--- config.mk ---
export PLATFORM = sky130hd
export DESIGN_NAME = swpm_ctrl
export DESIGN_NICKNAME = d
export VERILOG_FILES = /design/src/rtl/swpm_pkg.sv /design/src/rtl/swpm_ctrl.sv
export SDC_FILE = /design/constraint.sdc
export NUM_CORES = 2
export LEC_CHECK = 0
export BUFFER_PORTS_ARGS = -buffer_cell sky130_fd_sc_hd__buf_2
export CORE_MARGIN = 3
export CORE_UTILIZATION = 43
export DETAILED_ROUTE_END_ITERATION = 12
export PLACE_DENSITY = 0.59
export SETUP_SLACK_MARGIN = 0.1
export SLEW_MARGIN = 20
export SYNTH_ARGS = -nofsm -noshare
export SYNTH_HDL_FRONTEND = slang
export SYNTH_SLANG_ARGS = --single-unit
export TNS_END_PERCENT = 50
--- constraint.sdc ---
create_clock -name clk -period 4.4 [get_ports clk]
set_input_delay 0.22 -clock clk [delete_from_list [all_inputs] [get_ports clk]]
set_output_delay 0.22 -clock clk [all_outputs]
set_load 0.02 [all_outputs]
--- src/rtl/swpm_pkg.sv ---
// package of constants and types for the sleep/wake power mode controller
package swpm_pkg;

  // -------------------------------------------------------------------------
  // register offsets (byte addresses, one 32-bit word every four bytes)
  // -------------------------------------------------------------------------
  localparam logic [7:0] CTRL_OFS       = 8'h00;
  localparam logic [7:0] WAKE_CFG_OFS   = 8'h04;
  localparam logic [7:0] CMP_LO_OFS     = 8'h08;
  localparam logic [7:0] CMP_HI_OFS     = 8'h0C;
  localparam logic [7:0] CNT_LO_OFS     = 8'h10;
  localparam logic [7:0] CNT_HI_OFS     = 8'h14;
  localparam logic [7:0] INCR_OFS       = 8'h18;
  localparam logic [7:0] STATUS_OFS     = 8'h1C;
  localparam logic [7:0] IRQ_STAT_OFS   = 8'h20;
  localparam logic [7:0] IRQ_EN_OFS     = 8'h24;
  localparam logic [7:0] IRQ_CLR_OFS    = 8'h28;
  localparam logic [7:0] DSM_BASE_OFS   = 8'h80;
  localparam logic [7:0] DSM_TOP_OFS    = 8'hFC;

  // -------------------------------------------------------------------------
  // field positions
  // -------------------------------------------------------------------------
  localparam int CTRL_SLEEP_BIT    = 0;
  localparam int WCFG_PIN_EN_BIT   = 0;
  localparam int WCFG_PIN_POL_BIT  = 1;
  localparam int WCFG_TMR_EN_BIT   = 2;
  localparam int WCFG_SLOW_EN_BIT  = 3;
  localparam int IRQ_WAKE_BIT      = 0;
  localparam int IRQ_SLEPT_BIT     = 1;
  localparam int IRQ_MATCH_BIT     = 2;
  localparam int IRQ_W             = 3;

  // -------------------------------------------------------------------------
  // reset values and timing
  // -------------------------------------------------------------------------
  localparam logic [3:0]  WAKE_CFG_RST = 4'h0;
  localparam logic [31:0] INCR_RST     = 32'h0000_0C80;
  localparam logic [63:0] CMP_RST      = 64'hFFFF_FFFF_FFFF_FFFF;
  localparam int CLK_HZ      = 100_000_000;
  localparam int SLOW_HZ     = 31_250;
  localparam int SLOW_DIV    = CLK_HZ / SLOW_HZ;
  localparam int SEQ_STEP_NS = 100;
  localparam int SEQ_STEP_CYC = (SEQ_STEP_NS * (CLK_HZ / 1_000_000)
                                 + 999) / 1000;
  localparam int DSM_WORDS   = 32;

  // power states, Gray coded along the loop
  typedef enum logic [2:0] {
    ST_AWAKE    = 3'b000,
    ST_PWR_DOWN = 3'b001,
    ST_ASLEEP   = 3'b011,
    ST_PWR_UP   = 3'b010,
    ST_RESET    = 3'b110
  } swpm_state_type;

  // supply and domain controls
  typedef struct packed {
    logic core_on;
    logic periph_on;
    logic io_supply_on;
    logic watchdog_en;
    logic sys_reset;
  } swpm_pwr_type;

  // register bus request
  typedef struct packed {
    logic [7:0]  addr;
    logic [31:0] wdata;
    logic        wr;
    logic        rd;
  } swpm_bus_type;

endpackage

--- src/rtl/swpm_ctrl.sv ---
// sleep/wake power mode controller with real-time counter and sleep memory
//
// Notes on behaviour
// - awake and asleep states joined by power-down and power-up sequences.
// - writing the sleep bit of the control register starts power-down.
// - pin or timer wakeup starts power-up from asleep.
// - wakeup acts only in asleep; ignored as trigger while awake.
// - wakeup seen during power-down is held and acted on at asleep.
// - pin wakes on active or inactive level, chosen by software.
// - 64-bit counter reaching programmed compare value wakes the chip.
// - awake, counter adds one every main clock tick.
// - asleep, counter may switch to the slow 31,250 Hz tick.
// - on slow ticks the counter adds a programmed increment.
// - asleep powers down core and most peripherals; awake powers all.
// - 128-byte retained memory available to software across sleep.
// - power-good lost during either transition issues system reset.
// - switched io supply output on only while awake.
// - watchdog enabled and clocked only while awake.
//
// Our own choices: the plain strobed port and the register offsets.
`timescale 1ns/1ns
module swpm_ctrl
#(
  parameter int SEQ_CYC = swpm_pkg::SEQ_STEP_CYC,
  parameter int DIV_CYC = swpm_pkg::SLOW_DIV
)
(
  input  wire logic                 clk,
  input  wire logic                 sys_rst,
  input  wire swpm_pkg::swpm_bus_type bus,
  output logic [31:0]               rdata,
  input  wire logic                 wake_pin,
  input  wire logic                 power_good,
  output swpm_pkg::swpm_pwr_type    pwr,
  output logic                      switched_io_supply_out,
  output logic                      irq
);

  // -------------------------------------------------------------------------
  // declarations
  // -------------------------------------------------------------------------
  swpm_pkg::swpm_state_type state_reg;
  logic [1:0]         pin_sync_reg;
  logic [1:0]         pg_sync_reg;
  logic [3:0]         wcfg_reg;
  logic [63:0]        cmp_reg;
  logic [63:0]        cnt_reg;
  logic [63:0]        cnt_next;
  logic [31:0]        incr_reg;
  logic [31:0]        dsm_reg [swpm_pkg::DSM_WORDS];
  logic [15:0]        seq_cnt_reg;
  logic [15:0]        div_cnt_reg;
  logic               slow_tick;
  logic               wake_pend_reg;
  logic               wake_ev;
  logic               match;
  logic               seq_done;
  logic               sleep_req;
  logic               slow_mode;
  logic [swpm_pkg::IRQ_W-1:0] ist_reg;
  logic [swpm_pkg::IRQ_W-1:0] ien_reg;
  logic [swpm_pkg::IRQ_W-1:0] iset;
  logic [swpm_pkg::IRQ_W-1:0] iclr;
  logic               pin_act;
  logic               in_trans;

  // -------------------------------------------------------------------------
  // input synchronisers
  // -------------------------------------------------------------------------
  // pins are asynchronous, two flops before any use
  always_ff @(posedge clk)
  begin
    if (sys_rst)
    begin
      pin_sync_reg <= 2'h0;
      pg_sync_reg  <= 2'h3;
    end
    else
    begin
      pin_sync_reg <= {pin_sync_reg[0], wake_pin};
      pg_sync_reg  <= {pg_sync_reg[0], power_good};
    end
  end

  // -------------------------------------------------------------------------
  // wake sources
  // -------------------------------------------------------------------------
  // level compare on synced pin, polarity picked by software
  assign pin_act = wcfg_reg[swpm_pkg::WCFG_PIN_EN_BIT]
    & (pin_sync_reg[1] == wcfg_reg[swpm_pkg::WCFG_PIN_POL_BIT]);
  // >= so a coarse slow increment cannot step over the target
  assign match = wcfg_reg[swpm_pkg::WCFG_TMR_EN_BIT]
    & (cnt_reg >= cmp_reg);
  assign wake_ev   = pin_act | match;
  assign sleep_req = bus.wr & (bus.addr == swpm_pkg::CTRL_OFS)
    & bus.wdata[swpm_pkg::CTRL_SLEEP_BIT];
  assign in_trans  = (state_reg == swpm_pkg::ST_PWR_DOWN)
    | (state_reg == swpm_pkg::ST_PWR_UP);
  assign seq_done  = (seq_cnt_reg == 16'(SEQ_CYC - 1));

  // wake seen during power-down is latched until asleep is reached
  always_ff @(posedge clk)
  begin
    if (sys_rst)
      wake_pend_reg <= 1'b0;
    else if (state_reg == swpm_pkg::ST_PWR_DOWN && wake_ev)
      wake_pend_reg <= 1'b1;
    else if (state_reg != swpm_pkg::ST_PWR_DOWN)
      wake_pend_reg <= 1'b0;
  end

  // -------------------------------------------------------------------------
  // power state machine
  // -------------------------------------------------------------------------
  // sequence step counter runs only in the transition states
  always_ff @(posedge clk)
  begin
    if (sys_rst || !in_trans || seq_done)
      seq_cnt_reg <= 16'h0000;
    else
      seq_cnt_reg <= seq_cnt_reg + 16'h0001;
  end

  always_ff @(posedge clk)
  begin
    if (sys_rst)
      state_reg <= swpm_pkg::ST_AWAKE;
    else
    begin
      case (state_reg)
        swpm_pkg::ST_AWAKE:
          // wake sources are not looked at here
          if (sleep_req)
            state_reg <= swpm_pkg::ST_PWR_DOWN;
        swpm_pkg::ST_PWR_DOWN:
          if (!pg_sync_reg[1])
            state_reg <= swpm_pkg::ST_RESET;
          else if (seq_done)
            state_reg <= swpm_pkg::ST_ASLEEP;
        swpm_pkg::ST_ASLEEP:
          if (wake_ev || wake_pend_reg)
            state_reg <= swpm_pkg::ST_PWR_UP;
        swpm_pkg::ST_PWR_UP:
          if (!pg_sync_reg[1])
            state_reg <= swpm_pkg::ST_RESET;
          else if (seq_done)
            state_reg <= swpm_pkg::ST_AWAKE;
        swpm_pkg::ST_RESET:
          // one reset pulse, then restart as after power-on
          state_reg <= swpm_pkg::ST_AWAKE;
        default:
          state_reg <= swpm_pkg::ST_AWAKE;
      endcase
    end
  end

  // -------------------------------------------------------------------------
  // supply and domain outputs
  // -------------------------------------------------------------------------
  // registered so supply switches never glitch
  always_ff @(posedge clk)
  begin
    if (sys_rst)
    begin
      pwr                    <= '{1'b1, 1'b1, 1'b1, 1'b1, 1'b0};
      switched_io_supply_out <= 1'b1;
    end
    else
    begin
      pwr.core_on      <= (state_reg != swpm_pkg::ST_ASLEEP);
      pwr.periph_on    <= (state_reg != swpm_pkg::ST_ASLEEP);
      pwr.io_supply_on <= (state_reg == swpm_pkg::ST_AWAKE);
      pwr.watchdog_en  <= (state_reg == swpm_pkg::ST_AWAKE);
      pwr.sys_reset    <= (state_reg == swpm_pkg::ST_RESET);
      switched_io_supply_out <= (state_reg == swpm_pkg::ST_AWAKE);
    end
  end

  // -------------------------------------------------------------------------
  // real-time counter
  // -------------------------------------------------------------------------
  assign slow_mode = (state_reg == swpm_pkg::ST_ASLEEP)
    & wcfg_reg[swpm_pkg::WCFG_SLOW_EN_BIT];
  assign slow_tick = (div_cnt_reg == 16'(DIV_CYC - 1));

  // divider makes the slow tick enable from the main clock
  always_ff @(posedge clk)
  begin
    if (sys_rst || !slow_mode || slow_tick)
      div_cnt_reg <= 16'h0000;
    else
      div_cnt_reg <= div_cnt_reg + 16'h0001;
  end

  always_comb
  begin
    if (!slow_mode)
      cnt_next = cnt_reg + 64'h1;
    else if (slow_tick)
      cnt_next = cnt_reg + {32'h0, incr_reg};
    else
      cnt_next = cnt_reg;
  end

  // software writes override counting in that cycle
  always_ff @(posedge clk)
  begin
    if (sys_rst)
      cnt_reg <= 64'h0;
    else if (bus.wr && bus.addr == swpm_pkg::CNT_LO_OFS)
      cnt_reg <= {cnt_reg[63:32], bus.wdata};
    else if (bus.wr && bus.addr == swpm_pkg::CNT_HI_OFS)
      cnt_reg <= {bus.wdata, cnt_reg[31:0]};
    else
      cnt_reg <= cnt_next;
  end

  // -------------------------------------------------------------------------
  // configuration registers and retained memory
  // -------------------------------------------------------------------------
  always_ff @(posedge clk)
  begin
    if (sys_rst)
    begin
      wcfg_reg <= swpm_pkg::WAKE_CFG_RST;
      cmp_reg  <= swpm_pkg::CMP_RST;
      incr_reg <= swpm_pkg::INCR_RST;
      ien_reg  <= '0;
    end
    else if (bus.wr)
    begin
      case (bus.addr)
        swpm_pkg::WAKE_CFG_OFS: wcfg_reg <= bus.wdata[3:0];
        swpm_pkg::CMP_LO_OFS:   cmp_reg[31:0] <= bus.wdata;
        swpm_pkg::CMP_HI_OFS:   cmp_reg[63:32] <= bus.wdata;
        swpm_pkg::INCR_OFS:     incr_reg <= bus.wdata;
        swpm_pkg::IRQ_EN_OFS:   ien_reg <= bus.wdata[swpm_pkg::IRQ_W-1:0];
        default:                ;
      endcase
    end
  end

  // retained words are not reset by a sleep cycle, only by sys_rst
  genvar gi;
  generate
    for (gi = 0; gi < swpm_pkg::DSM_WORDS; gi++)
    begin : g_dsm
      always_ff @(posedge clk)
      begin
        if (sys_rst)
          dsm_reg[gi] <= 32'h0;
        else if (bus.wr && bus.addr == 8'(swpm_pkg::DSM_BASE_OFS + gi * 4))
          dsm_reg[gi] <= bus.wdata;
      end
    end
  endgenerate

  // -------------------------------------------------------------------------
  // interrupts
  // -------------------------------------------------------------------------
  assign iset = {match,
                 state_reg == swpm_pkg::ST_PWR_DOWN && seq_done,
                 state_reg == swpm_pkg::ST_PWR_UP && seq_done};
  assign iclr = (bus.wr && bus.addr == swpm_pkg::IRQ_CLR_OFS)
    ? bus.wdata[swpm_pkg::IRQ_W-1:0] : '0;

  // set beats clear in the same cycle
  always_ff @(posedge clk)
  begin
    if (sys_rst)
      ist_reg <= '0;
    else
      ist_reg <= (ist_reg & ~iclr) | iset;
  end

  assign irq = |(ist_reg & ien_reg);

  // -------------------------------------------------------------------------
  // read data
  // -------------------------------------------------------------------------
  always_ff @(posedge clk)
  begin
    if (sys_rst)
      rdata <= 32'h0;
    else if (bus.rd)
    begin
      if (bus.addr >= swpm_pkg::DSM_BASE_OFS
          && bus.addr <= swpm_pkg::DSM_TOP_OFS)
        rdata <= dsm_reg[bus.addr[6:2]];
      else
      begin
        case (bus.addr)
          swpm_pkg::WAKE_CFG_OFS: rdata <= {28'h0, wcfg_reg};
          swpm_pkg::CMP_LO_OFS:   rdata <= cmp_reg[31:0];
          swpm_pkg::CMP_HI_OFS:   rdata <= cmp_reg[63:32];
          swpm_pkg::CNT_LO_OFS:   rdata <= cnt_reg[31:0];
          swpm_pkg::CNT_HI_OFS:   rdata <= cnt_reg[63:32];
          swpm_pkg::INCR_OFS:     rdata <= incr_reg;
          swpm_pkg::STATUS_OFS:   rdata <= {28'h0, wake_pend_reg, state_reg};
          swpm_pkg::IRQ_STAT_OFS: rdata <= {29'h0, ist_reg};
          swpm_pkg::IRQ_EN_OFS:   rdata <= {29'h0, ien_reg};
          default:                rdata <= 32'h0;
        endcase
      end
    end
    else
      rdata <= 32'h0;
  end

  // -------------------------------------------------------------------------
  // assertions
  // -------------------------------------------------------------------------
  sleep_start_a: assert property (@(posedge clk)
    disable iff (sys_rst)
    state_reg == swpm_pkg::ST_AWAKE && sleep_req
    |=> state_reg == swpm_pkg::ST_PWR_DOWN)
    else $error("sleep request not taken");
  awake_hold_a: assert property (@(posedge clk)
    disable iff (sys_rst)
    state_reg == swpm_pkg::ST_AWAKE && !sleep_req
    |=> state_reg == swpm_pkg::ST_AWAKE)
    else $error("left awake without request");
  wake_go_a: assert property (@(posedge clk)
    disable iff (sys_rst)
    state_reg == swpm_pkg::ST_ASLEEP && wake_ev
    |=> state_reg == swpm_pkg::ST_PWR_UP)
    else $error("wake not acted on");
  pend_wake_a: assert property (@(posedge clk)
    disable iff (sys_rst)
    state_reg == swpm_pkg::ST_ASLEEP && wake_pend_reg
    |=> state_reg == swpm_pkg::ST_PWR_UP)
    else $error("pending wake lost");
  pg_reset_a: assert property (@(posedge clk)
    disable iff (sys_rst)
    in_trans && !pg_sync_reg[1] |=> ##1 pwr.sys_reset)
    else $error("no reset on power loss");
  io_supply_a: assert property (@(posedge clk)
    disable iff (sys_rst)
    switched_io_supply_out |-> $past(state_reg) == swpm_pkg::ST_AWAKE)
    else $error("io supply on outside awake");
  wdog_en_a: assert property (@(posedge clk)
    disable iff (sys_rst)
    pwr.watchdog_en == switched_io_supply_out)
    else $error("watchdog enable outside awake");
  fast_cnt_a: assert property (@(posedge clk)
    disable iff (sys_rst)
    !slow_mode && !bus.wr |=> cnt_reg == $past(cnt_reg) + 64'h1)
    else $error("counter did not tick");
  slow_cnt_a: assert property (@(posedge clk)
    disable iff (sys_rst)
    slow_mode && slow_tick && !bus.wr
    |=> cnt_reg == $past(cnt_reg) + {32'h0, $past(incr_reg)})
    else $error("slow increment wrong");

  sleep_cycle_c: cover property (@(posedge clk)
    state_reg == swpm_pkg::ST_ASLEEP ##1 state_reg == swpm_pkg::ST_PWR_UP);
  pend_wake_c: cover property (@(posedge clk) wake_pend_reg);
  pg_reset_c: cover property (@(posedge clk) pwr.sys_reset);
  slow_tick_c: cover property (@(posedge clk) slow_mode && slow_tick);

endmodule

==> impl_metrics.py <==
metrics = {
    "drt": {
        "wl_met3_um": 16800,
        "drt_iter0_drc": 5155,
        "ant_nets": 0,
        "met2_length_um": 86200,
        "vias": 38600,
        "wl_met1_um": 77200,
        "routed.top_layer": "met5",
        "drc": 0,
        "wl_um": 188000,
        "wire_per_inst_um": 28.8,
        "vias_per_cell": 5.93,
        "first_pass_iters": 11,
    },
    "placed_design": {
        "gp_congestion": 0.934,
        "io_buffer_count": 84,
        "placed_area_um2": 63600,
        "dp_hpwl_um": 109000,
        "place_inst": 6249,
    },
    "flow_run": {
        "drv_cap": 0,
    },
    "synth": {
        "synth_ff_type": "edfxtp_1",
        "synth_top_area_share_pct": 50.9,
        "synth_fa_ha_area_share_pct": 2.08,
        "yosysMostFrequentCell": "and2_1",
        "ys_seq_elements": 1269,
        "synth_area_leaders": "edfxtp_1, mux4_2, and2_1, dfxtp_1, clkbuf_1",
        "synth_nets": 4711,
        "synthMuxAreaShare_pct": 12.9,
        "synth_area_um2": 60400,
        "synth-simple-area-share_pct": 15.9,
        "synthArstFlopShare_pct": 0,
        "synth-xor-area-share_pct": 0.609,
        "synth_area_leader_cell": "edfxtp_1",
        "synth_top_family_by_area": "simple AND/OR/NAND/NOR gates",
        "yosys-top-cells-count": "and2_1, edfxtp_1, clkbuf_1",
        "synth_edf_count": 1024,
        "ys_warn_count": 0,
        "ys_types": 73,
        "avgSynthCellArea_um2": 13.2,
        "synth-seq-area-share_pct": 59.0,
        "syn_inst": 4565,
        "synth_compound_area_share_pct": 6.25,
    },
    "cts": {
        "cts_inserted_buffers": 139,
        "cts_root_buffer": "clkbuf_16",
        "ctsHtreeMaxLevel": 4,
        "insertion_delay_ns": 0.78,
        "cts_tree": "done",
        "clock_path_buffers": 3,
        "clock-sinks": 1269,
        "clk_pin_slew_ns": 0.06,
    },
    "worst_setup_path": {
        "cp_cell_sequence": "and4b_1, buf_12, and2_1, ha_2, nand3_2, or4_4, or4_4, a211o_1, a2111o_1, or4_1, a31oi_1",
        "crit_slowest_cell": "or4_4",
        "critical_path_required_ns": 5.09,
        "max_stage_delay_ns": 0.58,
        "worstSetupStartpoint": "state_reg[2]$_SDFFE_PP0P_",
        "crit_path_end_kind": "flop",
        "critPathArrivalTime_ns": 4.85,
        "crit_path_frequent_cell": "or4_4",
        "worstSetupStartpointType": "flop",
        "reg2reg_from": "state_reg[2]$_SDFFE_PP0P_",
        "path_max_fanout": 33,
        "worstSetupPathType": "reg -> reg",
        "r2r_setup_slack_ns": 0.23,
    },
    "power_and_ir_drop": {
        "ir_worst_vdd_v": 0.000432,
        "p_leak_nw": 24.4,
        "p_per_area_nw_per_um2": 395,
    },
    "floorplanning": {
        "start_util_pct": 43.6,
        "die_width_um": 381,
        "rows": 136,
        "ioPinCount": 85,
        "die_area_um2": 145000,
        "dieHeight_um": 381,
        "core_um2": 139000,
    },
    "timing": {
        "fin_crit_sh_pct": 94.7,
        "hold_violations": 0,
        "fin_skew_ns": 0.0277,
        "drv_slew": 0,
        "rsz0062_at_grt": "no",
        "slew-limit-headroom_pct": 23.4,
        "hold_slack_ns": 0.0669,
        "tightest_slew_ns": 1.15,
        "setup_violations": 0,
        "max_freq_mhz": 240,
        "period_minus_slack_ns": 4.17,
    },
    "global_routing": {
        "grt_pass1_wl_um": 272000,
        "grt_antenna_before_repair": 19,
        "grt_usage_pct": 25.7,
        "grt_pass1_vias": 38300,
        "overflow": 0,
        "grt_max_degree": 82,
    },
    "finish": {
        "syn2layout_area_growth_pct": 12.5,
        "largest_reg_flops": 1024,
        "drive_gt1_share_pct": 19.2,
        "nets": 4678,
        "fill_cells": 11900,
        "final_area_um2": 68000,
        "fin_cells": 6513,
    },
    "min_path": {
        "hp-class": "in -> reg",
        "hold_start": "bus[31]",
    },
    "status": {
        "status": "completed",
    },
}
-- layout by cell type (no fill, tap or decap), drive strengths merged, types with 30 or more instances in the layout --
master     n
and2    1062
edfxtp  1024
mux4     320
nand2    264
buf      248
dfxtp    245
clkbuf   178
nor2     166
a21oi    106
ha        99
inv       99
o211ai    77
o21ai     73
nand3     57
clkinv    54
a31oi     48
a22oi     47
nor3      37
a222oi    33
mux2      33
a21o      32
nand4     30
-- kinds of logic after synthesis --
family          count (synthesis)
flops                        1269
buf+inv                       519
compound gates                544
fa+ha+maj                     100
mux                           373
xor+xnor                       42
simple gates                 1718
-- where the power goes --
| part | switching [mW] | total [mW] | leakage, nW | internal, mW |
|---|---|---|---|---|
| Sequential | 0.136 | 13.6 | 11.7 | 13.4 |
| Combinational | 1.24 | 1.95 | 10.5 | 0.708 |
| Clock | 4.83 | 11.3 | 2.14 | 6.49 |
-- layer usage --
| metal | vias to the layer above | global-route usage (%) |
|---|---|---|
| met5 | - | 0 |
| met4 | 4 | 10.3 |
| met3 | 329 | 5.39 |
| met2 | 1845 | 40.0 |
| met1 | 19700 | 35.3 |
| li1 | 16700 | - |
-- worst paths after layout --
kind,end,cells past startpoint
hold reg to reg,pg_sync_reg[1]$_SDFF_PP1_,1
setup reg to reg,cnt_reg[59]$_SDFFE_PP0P_,11
hold / removal,incr_reg[29]$_SDFFE_PP0P_,3
setup / recovery,cnt_reg[59]$_SDFFE_PP0P_,11
-- final cells by class --
class                           instances  area (um2)  area share (%)
Antenna cell                           12        30.0          0.0442
Clock buffer                          178        3840            5.64
Clock inverter                         69         505           0.743
Inverter                               92         350           0.515
Multi-Input combinational cell       2777       23400            34.4
Sequential cell                      1269       35700            52.4
Tap cell                             1863        2330            3.43
Timing Repair Buffer                  253        1930            2.84
-- repair_timing --
action                                  in CTS  in global routing
hold endpoints to repair                    25                  0
gates resized for setup                      0                  6
hold buffers                                 5                  0
buffers inserted                             0                  0
endpoints found under the setup margin       0                  1
-- stage by stage --
step	setup WS (ns)	TNS, ns	total power, mW	util (%)
detailed placement	0.319	0	15.8	45.9
global route	0.0802	0	27.6	49.1
finish	0.231	0	26.9	49.1
floorplan	-0.146	-27.21	14.9	-
CTS	0.269	0	27.0	49.1
global placement	0.300	0	15.7	45.9
-- worst max-delay path, delay by kind of cell (launching register included) --
| family | cells | cell delay (ns) |
|---|---|---|
| AO/OA/AOI/OAI | 3 | 1.01 |
| AND/OR/NAND/NOR | 6 | 2.15 |
| flip-flops | 1 | 0.33 |
| adder cells (fa/ha/maj) | 1 | 0.38 |
| buffers and inverters | 1 | 0.17 |
No activity file was read; power rests on OpenSTA's default activity.
